===== config.mk =====
export PLATFORM = sky130hd
export DESIGN_NAME = dsp_filter_config_bank
export DESIGN_NICKNAME = d
export VERILOG_FILES = /design/src/verilog/dsp_cfg_pkg.sv /design/src/verilog/one_pole_section.sv /design/src/verilog/dsp_filter_config_bank.sv
export SDC_FILE = /design/constraint.sdc
export NUM_CORES = 2
export LEC_CHECK = 0
export BUFFER_PORTS_ARGS = -buffer_cell sky130_fd_sc_hd__clkbuf_2
export CORE_ASPECT_RATIO = 1.2
export CORE_MARGIN = 4
export CORE_UTILIZATION = 65
export CTS_BUF_LIST = sky130_fd_sc_hd__clkbuf_8
export DETAILED_ROUTE_END_ITERATION = 10
export PLACE_DENSITY = 0.94
export REMOVE_ABC_BUFFERS = 1
export SKIP_LAST_GASP = 1
export SLEW_MARGIN = 20
export SYNTH_ARGS = -nofsm -noshare
export SYNTH_HDL_FRONTEND = slang
export SYNTH_SLANG_ARGS = --single-unit

===== constraint.sdc =====
create_clock -name CLK_IN -period 14.75 [get_ports CLK_IN]
set_clock_uncertainty 0.05 [all_clocks]
set_input_delay 2.2125 -clock CLK_IN [delete_from_list [all_inputs] [get_ports CLK_IN]]
set_output_delay 2.2125 -clock CLK_IN [all_outputs]
set_load 0.03 [all_outputs]

===== src/verilog/dsp_cfg_pkg.sv =====
// Shared constants, types and helpers for the DSP filter configuration bank.
// Notes on behaviour
// - Four-bit mode code, reset zero, four named modes.
// - Shelf sign bits: clear sums low-pass, set subtracts high-pass.
// - Shelf enables bits 1/0, reset disabled.
// - Separate 16-bit left/right coefficients, reset zero.
// - Spatial cross sign bits 9/8: add or subtract.
// - Spatial bits 7/6 choose bypass or bank coefficients.
// - Spatial right filter sign bit 5 picks low/high-pass.
package dsp_cfg_pkg;

    localparam int DATA_W = 16;
    localparam int AXI_DATA_W = 32;

    // Printed offsets are register indices; the byte address is four times the index.
    localparam int IDX_LSB = 2;
    localparam int IDX_W = 8;
    localparam logic [7:0] IDX_MODE = 8'h40;
    localparam logic [7:0] IDX_SHELF_CFG = 8'h41;
    localparam logic [7:0] IDX_SHELF_LEFT = 8'h42;
    localparam logic [7:0] IDX_SHELF_RIGHT = 8'h43;
    localparam logic [7:0] IDX_SPATIAL_CFG = 8'h44;

    // Writable bits of each register; the rest read as zero.
    localparam logic [15:0] MODE_MASK = 16'h000F;
    localparam logic [15:0] SHELF_CFG_MASK = 16'h0033;
    localparam logic [15:0] COEFF_MASK = 16'hFFFF;
    localparam logic [15:0] SPATIAL_CFG_MASK = 16'h03F3;

    localparam logic [15:0] MODE_RESET = 16'h0000;
    localparam logic [15:0] SHELF_CFG_RESET = 16'h0000;
    localparam logic [15:0] COEFF_RESET = 16'h0000;
    localparam logic [15:0] SPATIAL_CFG_RESET = 16'h0000;

    // Field positions of the left channel; the right channel sits one bit higher.
    localparam int MODE_LSB = 0;
    localparam int MODE_W = 4;
    localparam int SHELF_EN_LSB = 0;
    localparam int SHELF_SIGN_LSB = 4;
    localparam int SPATIAL_EN_LSB = 0;
    localparam int SPATIAL_FILT_SIGN_LSB = 4;
    localparam int SPATIAL_BANK_LSB = 6;
    localparam int SPATIAL_CROSS_SIGN_LSB = 8;

    // Full-scale coefficient lets the spatial low-pass track its input, i.e. bypass.
    localparam logic [15:0] BYPASS_COEFF = 16'hFFFF;

    localparam logic [1:0] RESP_OKAY = 2'b00;
    localparam logic [1:0] RESP_SLVERR = 2'b10;

    typedef enum logic [3:0] {
        MODE_RECORD = 4'h0,
        MODE_PLAYBACK = 4'h1,
        MODE_GENERAL_1 = 4'h2,
        MODE_GENERAL_2 = 4'h3
    } dsp_mode_t;

    typedef enum logic [1:0] {
        WR_IDLE = 2'b00,
        WR_GOT_ADDR = 2'b01,
        WR_RESP = 2'b11,
        WR_GOT_DATA = 2'b10
    } wr_state_t;

    typedef enum logic {
        RD_IDLE = 1'b0,
        RD_DATA = 1'b1
    } rd_state_t;

    typedef struct packed {
        logic enable;
        logic sign;
        logic [DATA_W-1:0] coeff;
    } section_cfg_t;

    typedef struct packed {
        logic enable;
        logic cross_sign;
        logic bank_select;
        logic filter_sign;
    } spatial_cfg_t;

    function automatic logic [DATA_W-1:0] saturate(input logic signed [DATA_W+1:0] v);
        logic signed [DATA_W+1:0] hi;
        logic signed [DATA_W+1:0] lo;
        hi = (DATA_W + 2)'(2 ** (DATA_W - 1) - 1);
        lo = -hi - (DATA_W + 2)'(1);
        if (v > hi) begin
            return hi[DATA_W-1:0];
        end else if (v < lo) begin
            return lo[DATA_W-1:0];
        end
        return v[DATA_W-1:0];
    endfunction

endpackage


===== src/verilog/one_pole_section.sv =====
// One-pole filter section giving a summed low-pass or subtracted high-pass result.
`timescale 1ns/1ps
module one_pole_section (
    input wire logic clk_in,
    input wire logic rst_in,
    input wire logic valid_in,
    input wire dsp_cfg_pkg::section_cfg_t cfg_in,
    input wire logic [dsp_cfg_pkg::DATA_W-1:0] sample_in,
    output logic valid_out,
    output logic [dsp_cfg_pkg::DATA_W-1:0] result_out
);
    localparam int W = dsp_cfg_pkg::DATA_W;

    logic signed [W-1:0] state_reg;
    logic signed [W:0] diff;
    logic signed [2*W+1:0] prod;
    logic signed [W:0] state_sum;
    logic signed [W-1:0] state_next;
    logic signed [W:0] high_part;
    logic [W-1:0] result_next;

    // The coefficient is an unsigned fraction of full scale.
    always_comb begin
        diff = {sample_in[W-1], sample_in} - {state_reg[W-1], state_reg};
        prod = diff * $signed({1'b0, cfg_in.coeff});
        state_sum = {state_reg[W-1], state_reg} + prod[2*W:W];
        state_next = state_sum[W-1:0];
        high_part = {sample_in[W-1], sample_in} - {state_next[W-1], state_next};
        if (!cfg_in.enable) begin
            result_next = sample_in;
        end else if (cfg_in.sign) begin
            result_next = dsp_cfg_pkg::saturate({high_part[W], high_part});
        end else begin
            result_next = state_next;
        end
    end

    always_ff @(posedge clk_in) begin
        if (rst_in) begin
            state_reg <= '0;
        end else if (valid_in) begin
            state_reg <= state_next;
        end
    end

    always_ff @(posedge clk_in) begin
        if (rst_in) begin
            result_out <= '0;
            valid_out <= 1'b0;
        end else begin
            valid_out <= valid_in;
            if (valid_in) begin
                result_out <= result_next;
            end
        end
    end
endmodule


===== src/verilog/dsp_filter_config_bank.sv =====
// Register bank and stereo shelf / spatial enhancement datapath behind AXI4-Lite.
//
// Our own choice: the AXI4-Lite register port.
`timescale 1ns/1ps
module dsp_filter_config_bank #(
    parameter int ADDR_W = 12
) (
    input wire logic CLK_IN,
    input wire logic SYS_RST_IN,
    input wire logic [ADDR_W-1:0] AWADDR_IN,
    input wire logic AWVALID_IN,
    output logic AWREADY_OUT,
    input wire logic [31:0] WDATA_IN,
    input wire logic [3:0] WSTRB_IN,
    input wire logic WVALID_IN,
    output logic WREADY_OUT,
    output logic [1:0] BRESP_OUT,
    output logic BVALID_OUT,
    input wire logic BREADY_IN,
    input wire logic [ADDR_W-1:0] ARADDR_IN,
    input wire logic ARVALID_IN,
    output logic ARREADY_OUT,
    output logic [31:0] RDATA_OUT,
    output logic [1:0] RRESP_OUT,
    output logic RVALID_OUT,
    input wire logic RREADY_IN,
    input wire logic SAMPLE_VALID_IN,
    input wire logic [15:0] SAMPLE_LEFT_IN,
    input wire logic [15:0] SAMPLE_RIGHT_IN,
    output logic SAMPLE_VALID_OUT,
    output logic [15:0] SAMPLE_LEFT_OUT,
    output logic [15:0] SAMPLE_RIGHT_OUT,
    output logic [3:0] DSP_MODE_OUT
);
    localparam int W = dsp_cfg_pkg::DATA_W;
    localparam int IDX_HI = dsp_cfg_pkg::IDX_LSB + dsp_cfg_pkg::IDX_W;

    dsp_cfg_pkg::wr_state_t wr_state_reg;
    dsp_cfg_pkg::rd_state_t rd_state_reg;
    logic [ADDR_W-1:0] awaddr_reg;
    logic [31:0] wdata_reg;
    logic [3:0] wstrb_reg;
    logic [1:0] bresp_reg;
    logic [31:0] rdata_reg;
    logic [1:0] rresp_reg;

    dsp_cfg_pkg::dsp_mode_t mode_reg;
    logic [15:0] shelf_cfg_reg;
    logic [15:0] shelf_left_reg;
    logic [15:0] shelf_right_reg;
    logic [15:0] spatial_cfg_reg;

    logic wr_fire;
    logic [ADDR_W-1:0] wr_addr;
    logic [31:0] wr_data;
    logic [3:0] wr_strb;
    logic [7:0] wr_idx;
    logic [7:0] rd_idx;
    logic [15:0] mode_word;

    function automatic logic is_mapped(input logic [ADDR_W-1:0] addr);
        logic [7:0] idx;
        idx = addr[IDX_HI-1:dsp_cfg_pkg::IDX_LSB];
        if (addr[ADDR_W-1:IDX_HI] != '0) begin
            return 1'b0;
        end
        return (idx == dsp_cfg_pkg::IDX_MODE) || (idx == dsp_cfg_pkg::IDX_SHELF_CFG) ||
               (idx == dsp_cfg_pkg::IDX_SHELF_LEFT) || (idx == dsp_cfg_pkg::IDX_SHELF_RIGHT) ||
               (idx == dsp_cfg_pkg::IDX_SPATIAL_CFG);
    endfunction

    // Byte lanes above bit 15 hold nothing, so only strobes 0 and 1 matter.
    function automatic logic [15:0] merge(input logic [15:0] old, input logic [31:0] data,
                                          input logic [3:0] strb, input logic [15:0] mask);
        logic [15:0] v;
        v = old;
        if (strb[0]) begin
            v[7:0] = data[7:0];
        end
        if (strb[1]) begin
            v[15:8] = data[15:8];
        end
        return v & mask;
    endfunction

    // Address and data are taken in either order; the response follows both.
    always_comb begin
        AWREADY_OUT = (wr_state_reg == dsp_cfg_pkg::WR_IDLE) ||
                      (wr_state_reg == dsp_cfg_pkg::WR_GOT_DATA);
        WREADY_OUT = (wr_state_reg == dsp_cfg_pkg::WR_IDLE) ||
                     (wr_state_reg == dsp_cfg_pkg::WR_GOT_ADDR);
        BVALID_OUT = (wr_state_reg == dsp_cfg_pkg::WR_RESP);
        ARREADY_OUT = (rd_state_reg == dsp_cfg_pkg::RD_IDLE);
        RVALID_OUT = (rd_state_reg == dsp_cfg_pkg::RD_DATA);
        wr_fire = (AWREADY_OUT && AWVALID_IN && (WVALID_IN ||
                   wr_state_reg == dsp_cfg_pkg::WR_GOT_DATA)) ||
                  (wr_state_reg == dsp_cfg_pkg::WR_GOT_ADDR && WVALID_IN);
        wr_addr = (wr_state_reg == dsp_cfg_pkg::WR_GOT_ADDR) ? awaddr_reg : AWADDR_IN;
        wr_data = (wr_state_reg == dsp_cfg_pkg::WR_GOT_DATA) ? wdata_reg : WDATA_IN;
        wr_strb = (wr_state_reg == dsp_cfg_pkg::WR_GOT_DATA) ? wstrb_reg : WSTRB_IN;
        wr_idx = wr_addr[IDX_HI-1:dsp_cfg_pkg::IDX_LSB];
        rd_idx = ARADDR_IN[IDX_HI-1:dsp_cfg_pkg::IDX_LSB];
        mode_word = merge({12'h000, mode_reg}, wr_data, wr_strb, dsp_cfg_pkg::MODE_MASK);
    end

    assign BRESP_OUT = bresp_reg;
    assign RDATA_OUT = rdata_reg;
    assign RRESP_OUT = rresp_reg;

    always_ff @(posedge CLK_IN) begin
        if (SYS_RST_IN) begin
            wr_state_reg <= dsp_cfg_pkg::WR_IDLE;
            awaddr_reg <= '0;
            wdata_reg <= '0;
            wstrb_reg <= '0;
            bresp_reg <= dsp_cfg_pkg::RESP_OKAY;
        end else begin
            if (wr_fire) begin
                wr_state_reg <= dsp_cfg_pkg::WR_RESP;
                bresp_reg <= is_mapped(wr_addr) ? dsp_cfg_pkg::RESP_OKAY
                                                : dsp_cfg_pkg::RESP_SLVERR;
            end else begin
                case (wr_state_reg)
                    dsp_cfg_pkg::WR_IDLE: begin
                        if (AWVALID_IN) begin
                            awaddr_reg <= AWADDR_IN;
                            wr_state_reg <= dsp_cfg_pkg::WR_GOT_ADDR;
                        end else if (WVALID_IN) begin
                            wdata_reg <= WDATA_IN;
                            wstrb_reg <= WSTRB_IN;
                            wr_state_reg <= dsp_cfg_pkg::WR_GOT_DATA;
                        end
                    end
                    dsp_cfg_pkg::WR_RESP: begin
                        if (BREADY_IN) begin
                            wr_state_reg <= dsp_cfg_pkg::WR_IDLE;
                        end
                    end
                    default: begin
                        wr_state_reg <= wr_state_reg;
                    end
                endcase
            end
        end
    end

    always_ff @(posedge CLK_IN) begin
        if (SYS_RST_IN) begin
            mode_reg <= dsp_cfg_pkg::dsp_mode_t'(dsp_cfg_pkg::MODE_RESET[3:0]);
            shelf_cfg_reg <= dsp_cfg_pkg::SHELF_CFG_RESET;
            shelf_left_reg <= dsp_cfg_pkg::COEFF_RESET;
            shelf_right_reg <= dsp_cfg_pkg::COEFF_RESET;
            spatial_cfg_reg <= dsp_cfg_pkg::SPATIAL_CFG_RESET;
        end else if (wr_fire && is_mapped(wr_addr)) begin
            case (wr_idx)
                dsp_cfg_pkg::IDX_MODE: begin
                    mode_reg <= dsp_cfg_pkg::dsp_mode_t'(mode_word[3:0]);
                end
                dsp_cfg_pkg::IDX_SHELF_CFG: begin
                    shelf_cfg_reg <= merge(shelf_cfg_reg, wr_data, wr_strb,
                                           dsp_cfg_pkg::SHELF_CFG_MASK);
                end
                dsp_cfg_pkg::IDX_SHELF_LEFT: begin
                    shelf_left_reg <= merge(shelf_left_reg, wr_data, wr_strb,
                                            dsp_cfg_pkg::COEFF_MASK);
                end
                dsp_cfg_pkg::IDX_SHELF_RIGHT: begin
                    shelf_right_reg <= merge(shelf_right_reg, wr_data, wr_strb,
                                             dsp_cfg_pkg::COEFF_MASK);
                end
                default: begin
                    spatial_cfg_reg <= merge(spatial_cfg_reg, wr_data, wr_strb,
                                             dsp_cfg_pkg::SPATIAL_CFG_MASK);
                end
            endcase
        end
    end

    always_ff @(posedge CLK_IN) begin
        if (SYS_RST_IN) begin
            rd_state_reg <= dsp_cfg_pkg::RD_IDLE;
            rdata_reg <= '0;
            rresp_reg <= dsp_cfg_pkg::RESP_OKAY;
        end else begin
            case (rd_state_reg)
                dsp_cfg_pkg::RD_IDLE: begin
                    if (ARVALID_IN) begin
                        rd_state_reg <= dsp_cfg_pkg::RD_DATA;
                        rresp_reg <= is_mapped(ARADDR_IN) ? dsp_cfg_pkg::RESP_OKAY
                                                          : dsp_cfg_pkg::RESP_SLVERR;
                        rdata_reg <= '0;
                        if (is_mapped(ARADDR_IN)) begin
                            case (rd_idx)
                                dsp_cfg_pkg::IDX_MODE: rdata_reg <= {28'h000_0000, mode_reg};
                                dsp_cfg_pkg::IDX_SHELF_CFG: rdata_reg <= {16'h0000, shelf_cfg_reg};
                                dsp_cfg_pkg::IDX_SHELF_LEFT: begin
                                    rdata_reg <= {16'h0000, shelf_left_reg};
                                end
                                dsp_cfg_pkg::IDX_SHELF_RIGHT: begin
                                    rdata_reg <= {16'h0000, shelf_right_reg};
                                end
                                default: rdata_reg <= {16'h0000, spatial_cfg_reg};
                            endcase
                        end
                    end
                end
                default: begin
                    if (RREADY_IN) begin
                        rd_state_reg <= dsp_cfg_pkg::RD_IDLE;
                    end
                end
            endcase
        end
    end

    assign DSP_MODE_OUT = mode_reg;

    // Datapath: shelf section per channel, then a filtered cross path from the other side.
    logic [W-1:0] sample_in [2];
    logic [W-1:0] shelf_out [2];
    logic [W-1:0] cross_out [2];
    logic [W-1:0] mix_reg [2];
    logic [1:0] shelf_valid;
    logic [1:0] cross_valid;
    logic mix_valid_reg;

    assign sample_in[0] = SAMPLE_LEFT_IN;
    assign sample_in[1] = SAMPLE_RIGHT_IN;

    for (genvar c = 0; c < 2; c++) begin : g_chan
        dsp_cfg_pkg::section_cfg_t shelf_cfg;
        dsp_cfg_pkg::section_cfg_t cross_cfg;
        dsp_cfg_pkg::spatial_cfg_t spatial;
        logic signed [W:0] mix_sum;

        always_comb begin
            shelf_cfg.enable = shelf_cfg_reg[dsp_cfg_pkg::SHELF_EN_LSB + c];
            shelf_cfg.sign = shelf_cfg_reg[dsp_cfg_pkg::SHELF_SIGN_LSB + c];
            shelf_cfg.coeff = (c == 0) ? shelf_left_reg : shelf_right_reg;
            spatial.enable = spatial_cfg_reg[dsp_cfg_pkg::SPATIAL_EN_LSB + c];
            spatial.cross_sign = spatial_cfg_reg[dsp_cfg_pkg::SPATIAL_CROSS_SIGN_LSB + c];
            spatial.bank_select = spatial_cfg_reg[dsp_cfg_pkg::SPATIAL_BANK_LSB + c];
            spatial.filter_sign = spatial_cfg_reg[dsp_cfg_pkg::SPATIAL_FILT_SIGN_LSB + c];
            cross_cfg.enable = 1'b1;
            cross_cfg.sign = spatial.filter_sign;
            cross_cfg.coeff = spatial.bank_select ? shelf_cfg.coeff
                                                  : dsp_cfg_pkg::BYPASS_COEFF;
            // Subtracting the cross path widens stereo; adding narrows it.
            if (spatial.cross_sign) begin
                mix_sum = $signed({shelf_out[c][W-1], shelf_out[c]}) -
                          $signed({cross_out[c][W-1], cross_out[c]});
            end else begin
                mix_sum = $signed({shelf_out[c][W-1], shelf_out[c]}) +
                          $signed({cross_out[c][W-1], cross_out[c]});
            end
        end

        one_pole_section u_shelf (
            .clk_in(CLK_IN),
            .rst_in(SYS_RST_IN),
            .valid_in(SAMPLE_VALID_IN),
            .cfg_in(shelf_cfg),
            .sample_in(sample_in[c]),
            .valid_out(shelf_valid[c]),
            .result_out(shelf_out[c])
        );

        one_pole_section u_cross (
            .clk_in(CLK_IN),
            .rst_in(SYS_RST_IN),
            .valid_in(shelf_valid[c]),
            .cfg_in(cross_cfg),
            .sample_in(shelf_out[1-c]),
            .valid_out(cross_valid[c]),
            .result_out(cross_out[c])
        );

        always_ff @(posedge CLK_IN) begin
            if (SYS_RST_IN) begin
                mix_reg[c] <= '0;
            end else if (cross_valid[c]) begin
                mix_reg[c] <= spatial.enable ?
                    dsp_cfg_pkg::saturate({mix_sum[W], mix_sum}) : shelf_out[c];
            end
        end
    end

    always_ff @(posedge CLK_IN) begin
        if (SYS_RST_IN) begin
            mix_valid_reg <= 1'b0;
        end else begin
            mix_valid_reg <= cross_valid[0];
        end
    end

    assign SAMPLE_VALID_OUT = mix_valid_reg;
    assign SAMPLE_LEFT_OUT = mix_reg[0];
    assign SAMPLE_RIGHT_OUT = mix_reg[1];
endmodule


# [After elaboration in Yosys (flattened, before gate mapping)]
# Memories as Yosys holds them, arrays and structs flattened.
# Index checks and enable logic that the tools add are counted.
[totals] register_bits=248 mem_count=1 word_cells=211 ram_bits=32 output_inout_bits=78 input_bits=100
[mem_list] name="mix_reg" words=2 word_bits=16 rd=2 rd_ports_with_merged_regs=0 wr=2 line="dsp_filter_config_bank.sv:222" source="logic [W-1:0] mix_reg [2];"
[op_classes] reduce_logical=33 n_bitwise=6 muxes=97 n_eq_ne=15 n_addsub=16 n_lt_le_gt_ge=12 mul=4
[op_table] cell="16-bit 2-to-1 mux" count=36
[op_table] cell="16-bit by 16-bit subtractor with 17-bit output" count=10
[op_table] cell="17-bit by 17-bit multiplier with 32-bit output" count=4
[op_table] cell="17-bit by 16-bit > comparator with 1-bit output, second input constant" count=6
[op_table] cell="17-bit by 16-bit less-than comparator with 1-bit output, second input constant" count=6
[op_table] cell="8-bit by 7-bit == test with 1-bit output, second input constant" count=10
[op_table] cell="16-bit adder" count=4
[op_table] cell="16-bit one-hot mux with 4 select lines" count=1
[op_table] cell="1-bit 2-to-1 mux" count=49
[op_table] cell="16-bit by 16-bit adder with 17-bit output" count=2
[op_table] cell="17-bit 2-to-1 mux" count=2
[op_table] cell="3-bit AND reduction" count=10
[op_table] cell="2-bit 2-to-1 mux" count=7
[op_table] cell="1-bit logical OR" count=12
[op_table] cell="12-bit 2-to-1 mux" count=1
[op_table] cell="2-bit == test, second input constant" count=2
[op_table] cell="1-bit logical AND" count=4
[op_table] cell="4-bit != test, second input constant" count=1
[op_table] cell="1-bit NOT" count=4
[op_table] cell="2-bit one-hot mux with 2 select lines" count=1
[op_table] cell="4-bit AND reduction" count=1
[op_table] cell="2-bit nonzero test" count=2
[op_table] cell="4-bit OR reduction" count=1
[op_table] cell="3-bit by 1-bit != test with 1-bit output, second input constant" count=1
[op_table] cell="other kinds (5)" count=6

# [Logic depth before layout (Yosys ltp)]
[depth] word_depth=12 depth_mapped=60 depth_no_buf=58

# [By module]
# From an unflattened synthesis, not the netlist that was laid out.
[unflattened] cells_unflattened=7726 area_unflattened_um2=64728.3
[modules_own_cells] module="one_pole_section at g_chan[0].u_cross" cells_each=1715 seq_area_each_um2=660.6 area_each_um2=14343.8 n_inst=1
[modules_own_cells] module="one_pole_section at g_chan[0].u_shelf" cells_each=1719 seq_area_each_um2=660.6 area_each_um2=14326.2 n_inst=1
[modules_own_cells] module="one_pole_section at g_chan[1].u_cross" cells_each=1675 seq_area_each_um2=660.6 area_each_um2=14007.2 n_inst=1
[modules_own_cells] module="one_pole_section at g_chan[1].u_shelf" cells_each=1557 seq_area_each_um2=660.6 area_each_um2=13340.3 n_inst=1
[modules_own_cells] module="dsp_filter_config_bank" cells_each=1060 seq_area_each_um2=2922.8 area_each_um2=8710.9 n_inst=1

# [Least setup slack after synthesis]
# Ideal clock, no wire load.
[synth_timing] path_kind="input -> register" from="in SAMPLE_RIGHT_IN[1]" to="reg g_chan[1].u_shelf.result_out[11] (netlist bit)" arrival_time_ns=13.411 slack_ns=1.210 n_path_buf=2 cell_stages=55 setup_time_ns=0.079 required_ns=14.621 cell_sequence="ha_1 nor2b_1 o21ai_0 a21boi_1 o21ai_0 a21boi_0 o21ai_0 a21boi_0 o21ai_1 a21oi_1 o31a_1 o221ai_1 a21boi_0 clkbuf_1 nand2_1 fa_1 fa_1 inv_1 [... 19 more ...] nor2_1 a21o_1 xor2_1 inv_1 ha_1 o21a_1 nor2_1 a21oi_1 o22ai_1 a221o_1 and3b_1 a211o_1 o31a_1 or2_1 buf_6 o211ai_2 a31oi_1 a211oi_2"
[synth_between] elab_chain_cells=12 word_cells_on_any_way=14 cone_classes="3 x add/sub; 1 x mul; 2 x order compare; 8 x mux"
[synth_lines] item="from (decl)" line="dsp_filter_config_bank.sv:29" source="input wire logic [15:0] SAMPLE_RIGHT_IN,"
[synth_lines] item="16-bit by 16-bit subtractor with 17-bit output" line="one_pole_section.sv:24" source="diff = {sample_in[W-1], sample_in} - {state_reg[W-1], state_reg};"
[synth_lines] item="17-bit by 17-bit multiplier with 32-bit output" line="one_pole_section.sv:25" source="prod = diff * $signed({1'b0, cfg_in.coeff});"
[synth_lines] item="16-bit adder" line="one_pole_section.sv:26" source="state_sum = {state_reg[W-1], state_reg} + prod[2*W:W];"
[synth_lines] item="16-bit by 16-bit subtractor with 17-bit output" line="one_pole_section.sv:28" source="high_part = {sample_in[W-1], sample_in} - {state_next[W-1], state_next};"
[synth_lines] item="17-bit by 16-bit less-than comparator with 1-bit output" line="dsp_cfg_pkg.sv:90" source="end else if (v < lo) begin"
[synth_lines] item="1-bit 2-to-1 mux" line="dsp_cfg_pkg.sv:90"
[synth_lines] item="1-bit 2-to-1 mux" line="dsp_cfg_pkg.sv:88" source="if (v > hi) begin"
[synth_lines] item="1-bit 2-to-1 mux" line="one_pole_section.sv:31" source="end else if (cfg_in.sign) begin"
[synth_lines] item="1-bit 2-to-1 mux" line="one_pole_section.sv:29" source="if (!cfg_in.enable) begin"
[synth_lines] item="16-bit 2-to-1 mux" line="dsp_cfg_pkg.sv:93" source="return v[DATA_W-1:0];"
[synth_lines] item="16-bit 2-to-1 mux *" line="one_pole_section.sv:31"
[synth_lines] item="16-bit 2-to-1 mux *" line="one_pole_section.sv:29"
[synth_lines] item="to (signal assigned)" line="one_pole_section.sv:53" source="result_out <= result_next;"
[synth_lines] item="to (decl)" line="one_pole_section.sv:10" source="output logic [dsp_cfg_pkg::DATA_W-1:0] result_out"
# Every way passes the cells marked *; elsewhere a longest branch is shown, timed or not. The select of a mux whose other input is x is not followed.
# A chain may end at the register's enable or synchronous reset.

# [Final worst setup path]
# Ends and elaborated chain as after synthesis.

==> flow_summary.ini <==
[routing]
post_drt_wl_per_cell_um = 21.4
num_vias = 54919
drt_wl_total_um = 189000
dr.pass1.iters = 9
drtIter0Drc = 5704
viasPerCell = 6.22
drc_errors = 0
ant_nets = 0

[clock_network]
clock_latency_ps = 710
htreeDepth = 2
cts_hold_buf = 0
cts_root_buffer = clkbuf_8
clk_path_buf_depth = 3
numCtsBuffers = 50
cts_sinks = 260
path_clk_slew_ps = 60
cts_tree = done

[place]
dpl-instance-area_um2 = 64400
numPortBuffers = 137
dp.cells = 8731
pre_cts_slack_ps = -446
hpwl_um = 149000
place.gp.congestion = 1.01

[synthesis]
synth_area_um2 = 62200
syn_area_per_cell_um2 = 8.30
ys_warn_count = 0
synth-edff-count = 32
ys_seq_elements = 260
ys_seq_area_frac = 0.0889
async_reset_ff_frac = 0
synthFlopType = dfxtp_1
synth.distinct_cells = 100
synthCells = 7488

[floorplan]
ioPinCount = 178
die_area_um2 = 101000
core_region_area_um2 = 95100
fp-row-count = 124
die_h_um = 347
die_w_um = 290
start_util = 0.654

[timing]
finalWorstSetupSlack_ps = 640
hold_viol_final = 0
drv_slew = 0
worst-slew-pin-transition_ps = 1250
final.period_utilization = 0.957
fmax_mhz = 70.9
whs_ps = 406
relSlewSlack = 0.164
fin_crit_ps = 14110
finalSetupViolCount = 0

[critical_path]
cpMostUsedCell = fa_1
crit_path_end_kind = flip-flop
critPathArrivalTime_ps = 14650
path_class = in2reg
slowest_stage = fa_1
worstPathMaxFanout = 9
crit_required_ps = 15290
startpoint_type = input pin
max_stage_delay_ps = 570

[final_layout]
nFillCells = 6730
final_common_cell = inv_1
nNetsFinal = 9237
drive_gt1_frac = 0.0680
final_cell_mix = inv_1, fa_1, nand2_1
syn_to_final_growth_pct = 5.61
multi_input_area_um2 = 49900
register_area_um2 = 5530
final_cell_area_um2 = 65700
instances_no_fill = 8827

[global_routing]
grt_pass1_wl_um = 297000
grt_overflow = 0
grt_use_total = 0.370
grt_max_degree = 79
antenna_found_initial = 15
grt_pass1_vias = 57648

[outcome]
status = finished clean

[run]
drv_cap = 0

[worst_hold_path]
hold_class = reg2reg
routing by layer:
layer / vias up / part of all wire / track usage
li1: 23568 / - / -
met1: 26260 / 0.32 / 0.409
met5: - / 0.00070 / 0.00516
met3: 1390 / 0.13 / 0.117
met4: 14 / 0.10 / 0.298
met2: 3687 / 0.44 / 0.591
timing repair:
action / CTS / global route
buffers inserted: 0 / 2
gates resized for setup: 0 / 37
endpoints found under the setup margin: 0 / 61
Yosys cell counts (all sizes together), types with 28 or more instances:
| cell type | instances | area (um2) |
|---|---|---|
| a211oi | 64 | 490 |
| xor2 | 78 | 683 |
| inv | 1505 | 5650 |
| edfxtp | 32 | 961 |
| o21ai | 212 | 1060 |
| dfxtp | 228 | 4560 |
| xnor2 | 227 | 1990 |
| a31oi | 53 | 338 |
| buf | 43 | 248 |
| a21o | 62 | 465 |
| nor4 | 43 | 275 |
| and2 | 200 | 1250 |
| clkbuf | 294 | 1100 |
| nor2b | 89 | 557 |
| ha | 538 | 6730 |
| fa | 1074 | 21500 |
| nor3 | 108 | 541 |
| a21oi | 313 | 1570 |
| mux2i | 74 | 741 |
| nand2 | 841 | 3160 |
| and3 | 33 | 211 |
| o211ai | 39 | 303 |
| maj3 | 34 | 342 |
| nor2 | 685 | 2570 |
| nand2b | 101 | 632 |
| or2 | 32 | 200 |
| nand3 | 55 | 275 |
| o21bai | 28 | 210 |
| o21a | 45 | 338 |
cell type report:
cell class                      count  share of cell area
Timing Repair Buffer              305              0.0297
Clock inverter                     25             0.00274
Inverter                         1508              0.0862
Tap cell                         1260              0.0240
Multi-Input combinational cell   5400               0.760
Antenna cell                       10            0.000381
Clock buffer                       59              0.0124
Sequential cell                   260              0.0842
final timing paths:
kind	start	to	slack (ps)	depth (start not counted)
hold reg to reg	awaddr_reg[8]	awaddr_reg[8]	410	2
setup reg to reg	g_chan[1].u_shelf.result_out[0]	g_chan[0].u_cross.result_out[5]	870	51
setup / recovery	SAMPLE_RIGHT_IN[1]	g_chan[1].u_shelf.result_out[11]	640	53
hold / removal	awaddr_reg[8]	awaddr_reg[8]	410	2
metrics by stage:
step | utilization | setup TNS (ps)
after CTS | 0.688 | 0
after floorplan | - | -317
final | 0.690 | 0
after detailed placement | 0.677 | -5230
after global placement | 0.677 | 0
after global routing | 0.690 | -53.0
cells by family (layout without fill, tap and decap cells):
group | Yosys count | count (layout) | share of synthesized area
adder cells (fa/ha/maj) | 1646 | 1646 | 0.460
buffers and inverters | 1845 | 1897 | 0.113
AO/OA/AOI/OAI | 1063 | 1063 | 0.112
multiplexers | 102 | 102 | 0.0173
flip-flops | 260 | 260 | 0.0889
other | 1 | 28 | 0.0000603
AND/OR/NAND/NOR | 2263 | 2263 | 0.165
XOR/XNOR | 308 | 308 | 0.0441
worst max-delay path, delay by kind of cell:
kind,cells,cell delay [ps]
xor gates and xnor gates,2,310
AOI/OAI and AO/OA,28,6250
adders and majority gates,10,4160
buffers and inverters,4,320
and+or+nand+nor,9,1350
Power is left out: the tool's default activity adds up to more than one toggle a clock period on the data nets, which glitch-free logic cannot reach.
